### config.mk
export PLATFORM = sky130hd
export DESIGN_NAME = zdfs_top
export DESIGN_NICKNAME = d
export VERILOG_FILES = /design/src/hdl/zdfs_pkg.sv /design/src/hdl/zdfs_flag_if.sv /design/src/hdl/zdfs_loop_flags.sv /design/src/hdl/zdfs_top.sv
export SDC_FILE = /design/constraint.sdc
export NUM_CORES = 1
export LEC_CHECK = 0
export ABC_AREA = 1
export CAP_MARGIN = 20
export CORE_ASPECT_RATIO = 2
export CORE_MARGIN = 1.5
export CORE_UTILIZATION = 55
export CTS_CLUSTER_SIZE = 10
export DETAILED_ROUTE_END_ITERATION = 10
export DONT_BUFFER_PORTS = 1
export PLACE_DENSITY = 0.75
export SYNTH_ARGS = -nofsm -noshare
export SYNTH_HDL_FRONTEND = slang
export SYNTH_SLANG_ARGS = --single-unit
### constraint.sdc
create_clock -name mclk_in -period 5.72 [get_ports mclk_in]
set_input_delay 0.286 -clock mclk_in [delete_from_list [all_inputs] [get_ports mclk_in]]
set_output_delay 0.286 -clock mclk_in [all_outputs]
set_load 0.03 [all_outputs]
### src/hdl/zdfs_pkg.sv
// Function
// - the 2-bit mode field selects buildout (0), internal zero delay (1), external zero delay (3); 2 is unused.
// - internal zero delay takes feedback from the output divider chosen by the 5-bit select field.
// - loop zero values 0..5 pick pairs a,b,c pos/neg; loop one values 0..3 pick pairs a,b; others n/a.
// - external zero delay uses the same field: 0..3 primary refs, 4..7 auxiliary refs, 8..31 n/a.
// - with an integer divider in internal zero delay the feedback phase offset is held at zero.
// - in zero delay the output phase moves gradually toward the new reference instead of jumping.
// - entering hitless operation latches bit 4 of that loop's status.
// - leaving hitless operation latches bit 3 of that loop's status.
// - the entry and exit bits stay set until cleared by bits 4 and 3 of the loop's clear vector.
// - external zero delay raises the same entry and exit flags as internal zero delay.
// - in internal zero delay, aux oscillator, timestamp ingress or other-loop sources use R of one.
package zdfs_pkg;
	localparam int          NUM_LOOPS      = 2;
	localparam int          MODE_W         = 2;
	localparam int          SEL_W          = 5;
	localparam int          INT_FB_W       = 6;
	localparam int          EXT_FB_W       = 8;
	localparam int          STAT_W         = 8;
	localparam int          SRC_W          = 2;
	localparam int          R_W            = 16;
	localparam int          PHASE_W        = 24;
	localparam int          STAT_ENTRY_BIT = 4;
	localparam int          STAT_EXIT_BIT  = 3;
	localparam logic [1:0]  MODE_BUILDOUT  = 2'h0;
	localparam logic [1:0]  MODE_INT_ZD    = 2'h1;
	localparam logic [1:0]  MODE_UNUSED    = 2'h2;
	localparam logic [1:0]  MODE_EXT_ZD    = 2'h3;
	localparam logic [4:0]  LOOP0_INT_CNT  = 5'h06;
	localparam logic [4:0]  LOOP1_INT_CNT  = 5'h04;
	localparam logic [4:0]  EXT_FB_CNT     = 5'h08;
	localparam logic [1:0]  SRC_REF        = 2'h0;
	localparam logic [1:0]  SRC_AUX_OSC    = 2'h1;
	localparam logic [1:0]  SRC_TS_INGRESS = 2'h2;
	localparam logic [1:0]  SRC_OTHER_LOOP = 2'h3;
	localparam logic [15:0] R_UNITY        = 16'h0001;
	localparam logic [23:0] PHASE_SLEW     = 24'h000010;
	localparam logic [23:0] PHASE_ZERO     = 24'h000000;
	localparam logic [7:0]  STAT_RESET     = 8'h00;
	typedef enum logic [1:0] {
		ZDFS_HL_OFF = 2'b01,
		ZDFS_HL_ON  = 2'b10
	} zdfs_hl_t;
endpackage

### src/hdl/zdfs_flag_if.sv
`timescale 1ns/100ps
interface zdfs_flag_if;
	logic hitless_req;
	logic clr_entry;
	logic clr_exit;
	logic entry_flag;
	logic exit_flag;
	logic hitless_on;
	modport flag_side (
		input  hitless_req,
		input  clr_entry,
		input  clr_exit,
		output entry_flag,
		output exit_flag,
		output hitless_on
	);
	modport ctrl_side (
		output hitless_req,
		output clr_entry,
		output clr_exit,
		input  entry_flag,
		input  exit_flag,
		input  hitless_on
	);
endinterface

### src/hdl/zdfs_loop_flags.sv
`timescale 1ns/100ps
module zdfs_loop_flags (
	// clock and reset
	input  wire logic mclk_in,
	input  wire logic sys_rst_in,
	// flag carrier
	zdfs_flag_if.flag_side fl
);
	import zdfs_pkg::*;

	zdfs_hl_t state_reg;
	zdfs_hl_t state_next;
	logic     entry_reg;
	logic     entry_next;
	logic     exit_reg;
	logic     exit_next;
	logic     enter_ev;
	logic     leave_ev;

	always_comb begin
		state_next = state_reg;
		enter_ev   = 1'b0;
		leave_ev   = 1'b0;
		unique case (state_reg)
			ZDFS_HL_OFF: begin
				if (fl.hitless_req) begin
					state_next = ZDFS_HL_ON;
					enter_ev   = 1'b1;
				end
			end
			ZDFS_HL_ON: begin
				if (!fl.hitless_req) begin
					state_next = ZDFS_HL_OFF;
					leave_ev   = 1'b1;
				end
			end
			default: state_next = ZDFS_HL_OFF;
		endcase
		// set wins over a clear in the same cycle
		entry_next = enter_ev | (entry_reg & ~fl.clr_entry);
		exit_next  = leave_ev | (exit_reg & ~fl.clr_exit);
	end

	always_ff @(posedge mclk_in or posedge sys_rst_in) begin
		if (sys_rst_in) begin
			state_reg <= ZDFS_HL_OFF;
			entry_reg <= 1'b0;
			exit_reg  <= 1'b0;
		end else begin
			state_reg <= state_next;
			entry_reg <= entry_next;
			exit_reg  <= exit_next;
		end
	end

	assign fl.entry_flag = entry_reg;
	assign fl.exit_flag  = exit_reg;
	assign fl.hitless_on = (state_reg == ZDFS_HL_ON);
endmodule

### src/hdl/zdfs_top.sv
`timescale 1ns/100ps
module zdfs_top (
	// clock and reset
	input  wire logic                                   mclk_in,
	input  wire logic                                   sys_rst_in,
	// per-loop translation profile fields
	input  wire logic [1:0][zdfs_pkg::MODE_W-1:0]       mode_in,
	input  wire logic [1:0][zdfs_pkg::SEL_W-1:0]        fb_sel_in,
	input  wire logic [1:0][zdfs_pkg::SRC_W-1:0]        src_kind_in,
	input  wire logic [1:0][zdfs_pkg::R_W-1:0]          r_div_in,
	input  wire logic [1:0]                             n_int_only_in,
	// per-loop acquisition and phase
	input  wire logic [1:0]                             acquire_in,
	input  wire logic [1:0][zdfs_pkg::PHASE_W-1:0]      phase_target_in,
	input  wire logic [1:0][zdfs_pkg::PHASE_W-1:0]      meas_offset_in,
	// per-loop status clear
	input  wire logic [1:0][zdfs_pkg::STAT_W-1:0]       irq_clr_in,
	// feedback selection
	output logic      [1:0][zdfs_pkg::INT_FB_W-1:0]     int_fb_sel_out,
	output logic      [1:0][zdfs_pkg::EXT_FB_W-1:0]     ext_fb_sel_out,
	output logic      [1:0]                             fb_sel_bad_out,
	output logic      [1:0]                             mode_bad_out,
	// loop arithmetic
	output logic      [1:0][zdfs_pkg::R_W-1:0]          r_eff_out,
	output logic      [1:0][zdfs_pkg::PHASE_W-1:0]      fb_offset_out,
	output logic      [1:0][zdfs_pkg::PHASE_W-1:0]      out_phase_out,
	output logic      [1:0]                             frac_warn_out,
	// status
	output logic      [1:0][zdfs_pkg::STAT_W-1:0]       status_out,
	output logic      [1:0]                             hitless_out
);
	import zdfs_pkg::*;

	// mode decode
	function automatic logic is_zd(input logic [MODE_W-1:0] m);
		is_zd = (m == MODE_INT_ZD) || (m == MODE_EXT_ZD);
	endfunction

	function automatic logic is_int_zd(input logic [MODE_W-1:0] m);
		is_int_zd = (m == MODE_INT_ZD);
	endfunction

	function automatic logic is_ext_zd(input logic [MODE_W-1:0] m);
		is_ext_zd = (m == MODE_EXT_ZD);
	endfunction

	// internal divider choice, limit depends on loop
	function automatic logic [INT_FB_W-1:0] int_dec(
		input logic [SEL_W-1:0] s,
		input logic [SEL_W-1:0] lim
	);
		int_dec = '0;
		if (s < lim) begin
			int_dec = INT_FB_W'(1) << s[2:0];
		end
	endfunction

	// external feedback input choice
	function automatic logic [EXT_FB_W-1:0] ext_dec(
		input logic [SEL_W-1:0] s
	);
		ext_dec = '0;
		if (s < EXT_FB_CNT) begin
			ext_dec = EXT_FB_W'(1) << s[2:0];
		end
	endfunction

	// sources that bypass the reference divider
	function automatic logic r_bypass(input logic [SRC_W-1:0] k);
		r_bypass = (k == SRC_AUX_OSC) || (k == SRC_TS_INGRESS)
			|| (k == SRC_OTHER_LOOP);
	endfunction

	genvar g;
	generate
		for (g = 0; g < NUM_LOOPS; g++) begin : g_loop
			localparam logic [SEL_W-1:0] INT_LIM =
				(g == 0) ? LOOP0_INT_CNT : LOOP1_INT_CNT;

			zdfs_flag_if fl ();

			logic [INT_FB_W-1:0] int_reg;
			logic [INT_FB_W-1:0] int_next;
			logic [EXT_FB_W-1:0] ext_reg;
			logic [EXT_FB_W-1:0] ext_next;
			logic                bad_reg;
			logic                bad_next;
			logic                mbad_reg;
			logic                mbad_next;
			logic [R_W-1:0]      r_reg;
			logic [R_W-1:0]      r_next;
			logic [PHASE_W-1:0]  off_reg;
			logic [PHASE_W-1:0]  off_next;
			logic [PHASE_W-1:0]  ph_reg;
			logic [PHASE_W-1:0]  ph_next;
			logic [PHASE_W-1:0]  ph_diff;
			logic                warn_reg;
			logic                warn_next;
			logic [STAT_W-1:0]   stat_vec;

			// feedback selection
			always_comb begin
				int_next  = '0;
				ext_next  = '0;
				bad_next  = 1'b0;
				mbad_next = (mode_in[g] == MODE_UNUSED);
				if (is_int_zd(mode_in[g])) begin
					int_next = int_dec(fb_sel_in[g], INT_LIM);
					bad_next = (fb_sel_in[g] >= INT_LIM);
				end else if (is_ext_zd(mode_in[g])) begin
					ext_next = ext_dec(fb_sel_in[g]);
					bad_next = (fb_sel_in[g] >= EXT_FB_CNT);
				end
			end

			always_ff @(posedge mclk_in or posedge sys_rst_in) begin
				if (sys_rst_in) begin
					int_reg  <= '0;
					ext_reg  <= '0;
					bad_reg  <= 1'b0;
					mbad_reg <= 1'b0;
				end else begin
					int_reg  <= int_next;
					ext_reg  <= ext_next;
					bad_reg  <= bad_next;
					mbad_reg <= mbad_next;
				end
			end

			// reference divide ratio and feedback offset
			always_comb begin
				r_next = r_div_in[g];
				if (is_int_zd(mode_in[g]) && r_bypass(src_kind_in[g])) begin
					r_next = R_UNITY;
				end
				off_next = meas_offset_in[g];
				if (is_int_zd(mode_in[g]) && n_int_only_in[g]) begin
					off_next = PHASE_ZERO;
				end
				warn_next = is_zd(mode_in[g]) && !n_int_only_in[g];
			end

			always_ff @(posedge mclk_in or posedge sys_rst_in) begin
				if (sys_rst_in) begin
					r_reg    <= R_UNITY;
					off_reg  <= PHASE_ZERO;
					warn_reg <= 1'b0;
				end else begin
					r_reg    <= r_next;
					off_reg  <= off_next;
					warn_reg <= warn_next;
				end
			end

			// output phase: slews in zero delay, builds out otherwise
			always_comb begin
				ph_diff = phase_target_in[g] - ph_reg;
				ph_next = phase_target_in[g];
				if (is_zd(mode_in[g])) begin
					if (ph_diff[PHASE_W-1]) begin
						if ((ph_reg - phase_target_in[g]) > PHASE_SLEW) begin
							ph_next = ph_reg - PHASE_SLEW;
						end
					end else if (ph_diff > PHASE_SLEW) begin
						ph_next = ph_reg + PHASE_SLEW;
					end
				end
			end

			always_ff @(posedge mclk_in or posedge sys_rst_in) begin
				if (sys_rst_in) begin
					ph_reg <= PHASE_ZERO;
				end else begin
					ph_reg <= ph_next;
				end
			end

			// hitless tracking and latched flags
			assign fl.hitless_req = is_zd(mode_in[g]) && acquire_in[g];
			assign fl.clr_entry = irq_clr_in[g][STAT_ENTRY_BIT];
			assign fl.clr_exit  = irq_clr_in[g][STAT_EXIT_BIT];

			zdfs_loop_flags u_flags (
				.mclk_in    (mclk_in),
				.sys_rst_in (sys_rst_in),
				.fl         (fl.flag_side)
			);

			always_comb begin
				stat_vec = STAT_RESET;
				stat_vec[STAT_ENTRY_BIT] = fl.entry_flag;
				stat_vec[STAT_EXIT_BIT]  = fl.exit_flag;
			end

			assign status_out[g]     = stat_vec;
			assign hitless_out[g]    = fl.hitless_on;
			assign int_fb_sel_out[g] = int_reg;
			assign ext_fb_sel_out[g] = ext_reg;
			assign fb_sel_bad_out[g] = bad_reg;
			assign mode_bad_out[g]   = mbad_reg;
			assign r_eff_out[g]      = r_reg;
			assign fb_offset_out[g]  = off_reg;
			assign out_phase_out[g]  = ph_reg;
			assign frac_warn_out[g]  = warn_reg;
		end
	endgenerate
endmodule

==> flow_summary.yaml <==
setup_path:
  cp_cell_sequence: "ha_1, nand2_2, nor2_2, nand2_1, inv_1, nand2_1, nand3_1, nand2_1, inv_1, nand2_1, nor2_1, nand2_1, nor2_1, nand2_1, nand2_1, nand2_1, nand2_1, nand3_1, nand2_1"
  cp_data_arrival_time_ns: 4.73
  critical_path.endpoint_type: "flop"
  slowest_delay_ns: 0.72
  r2r-start: "g_loop[0].ph_reg[10]"
  path_common_cell: "nand2_1"
  start_kind: "flop"
  critPathKind: "reg2reg"
  path_max_fanout: 10
  crit_start: "g_loop[0].ph_reg[10]"
  slowest_stage: "ha_1"
  required_ns: 6.14
synthesis:
  synth_cells: 2724
  synth_ff_type: "dfrtp_1"
  syn_area_per_cell_sq_um: 5.88
  synth_edf_count: 0
  async_flop_share_pct: 100
  syn_area_sq_mm: 0.0160
  synth-seq-cells: 170
  yosysWarnings: 0
  ys_seq_area_share_pct: 26.6
  synth_cell_type_count: 40
cts:
  cts_made_buffers: 17
  clkLatencyLatePin_ns: 0.49
  root_buffer: "clkbuf_16"
  cts_num_sinks: 170
  clk_pin_slew_ns: 0.08
  postCtsSetupRepairBufs: 0
  ctsLongestPathBuffers: 2
  cts_hold_buf: 134
  cts_tree: "done"
  ctsResizeCount: 0
  cts-htree-levels: 4
grt:
  antenna_found_initial: 2
  grt_max_degree: 73
  grt_remaining_overflow: 0
  grt_pass1_wl_um: 103000
  grt.total_usage_pct: 46.3
  grt_pass1_vias: 18017
die:
  rows: 88
  die_h_um: 244
  coreArea_sq_mm: 0.0287
  pin_count: 348
  initial_core_util_pct: 55.7
  chipWidth_um: 124
  die_area_sq_mm: 0.0302
detailed_routing:
  drt_first_pass_iters: 8
  vias_per_cell: 5.56
  drc_errors: 0
  via_count: 17782
  wl_per_cell_um: 21.2
  drt-initial-drc-count: 1486
  ant_nets: 0
  wl_um: 67700
sta:
  fin_skew_ns: 0.0137
  tns_ns: 0
  grt_setup_unrepaired: "false"
  tightest_slew_ns: 0.983
  hold_viol: 0
  max_slew_margin_pct: 34.3
  slew_violations: 0
  finalCritPeriodShare_pct: 75.4
  period_minus_slack_ns: 4.31
  setup_viol: 0
  hold_slack_ns: 0.00418
  max_freq_ghz: 0.232
power:
  power.density_mw_per_mm2: 383
  total_power_mw: 6.94
  p_leak_nw: 10.8
  vdd_ir_drop_max_v: 0.000297
placed_design:
  dp.cells: 3029
  gp_congestion: 1.06
  hpwl_um: 50900
  io_buffers: 0
status:
  status: "complete, no violations"
cells_and_area:
  final_common_cell: "nand2_1"
  final_nets: 3089
  layout-drive-gt1-share_pct: 3.07
  syn_to_final_growth_pct: 13.1
  final_cell_mix: "nand2_1 (1,065), inv_1 (532), nand3_1 (253), nor2_1 (229), dfrtp_1 (166)"
  fin_cells: 3197
worst_hold_path:
  min_path_type: "in2reg"
  min_from: "fb_sel_in[5]"
run:
  maxCapViolCount: 0
-- synthesized netlist by cell type (3+ instances only) --
cell / instances / area, sq um
o21ai_1: 11 / 55.1
xnor2_1: 6 / 52.6
clkbuf_1: 16 / 60.1
nand2_1: 1065 / 4000
nand4_1: 47 / 294
nand3_4: 3 / 52.6
o21ai_0: 17 / 85.1
inv_1: 533 / 2000
dfstp_2: 4 / 105
inv_2: 6 / 22.5
nand3_1: 253 / 1270
nor3_1: 30 / 150
nand3b_1: 5 / 37.5
nor2_4: 5 / 56.3
ha_1: 96 / 1200
buf_6: 3 / 33.8
nand2_2: 6 / 37.5
dfrtp_1: 166 / 4150
nor2_1: 229 / 860
buf_2: 26 / 130
clkinv_1: 7 / 26.3
nor2_2: 16 / 100
buf_4: 27 / 203
a21oi_1: 65 / 325
o21bai_1: 7 / 52.6
xor2_1: 56 / 490
-- layout make-up --
type                    instances  area [sq um]
repair buffers                140          1390
clock inverters                15           200
diodes                          1          2.50
multi-input cells            1948          9330
well taps                     360           450
flip-flops and latches        170          4260
fillers                      2718         10600
inverters                     546          2050
clock buffers                  17           425
-- kinds of logic (layout without fill, tap and decap cells) --
family | after synthesis | count (layout) | share of synthesized area (%)
buffers and inverters | 619 | 718 | 15.5
adder cells (fa/ha/maj) | 98 | 98 | 7.75
AND/OR/NAND/NOR | 1667 | 1667 | 43.2
AO/OA/AOI/OAI | 107 | 107 | 3.54
flip-flops | 170 | 170 | 26.6
XOR/XNOR | 62 | 62 | 3.39
other | 1 | 15 | 0.0234
-- path summary, 6_finish.rpt --
kind	to	slack [ns]	depth (start not counted)
max in group asynchronous	g_loop[0].r_reg[3]	3.97	3
setup reg to reg	g_loop[0].ph_reg[22]	1.41	19
hold / removal	g_loop[1].int_reg[3]	0.004	2
min in group asynchronous	g_loop[1].off_reg[2]	0.42	2
setup / recovery	g_loop[0].ph_reg[22]	1.41	19
hold reg to reg	g_loop[1].u_flags.fl.entry_flag	0.57	3
-- power breakdown --
group,internal (mW),switching (mW),total [mW]
clock,0.635,0.647,1.28
sequential,1.33,0.517,1.84
combinational,1.12,2.69,3.81
total,3.09,3.85,6.94
-- metal layers --
metal | vias to the layer above | routed length [um] | track usage, %
li1 | 8361 | - | -
met1 | 8002 | 19800 | 39.8
met4 | 0 | 8090 | 44.7
met5 | - | 0 | 0.174
met2 | 987 | 34500 | 80.3
met3 | 432 | 5340 | 15.0
-- critical path: cells and delay by family, from the launching register on --
family / cells / cell delay, ns
simple gates: 16 / 2.76
fa+ha+maj: 1 / 0.72
flops: 1 / 0.58
buf+inv: 2 / 0.18
-- per-stage QoR --
step           worst slack (ns)  area [sq um]  utilization, %
2_1_floorplan             0.837         16100               -
3_3_place_gp               1.67         16100            56.1
3_5_place_dp               1.58         16100            56.1
4_1_cts                    1.54         18100            63.0
5_1_grt                   0.817         18100            63.0
6_report                   1.41         18100            63.0
(Power assumes the default switching activity.)
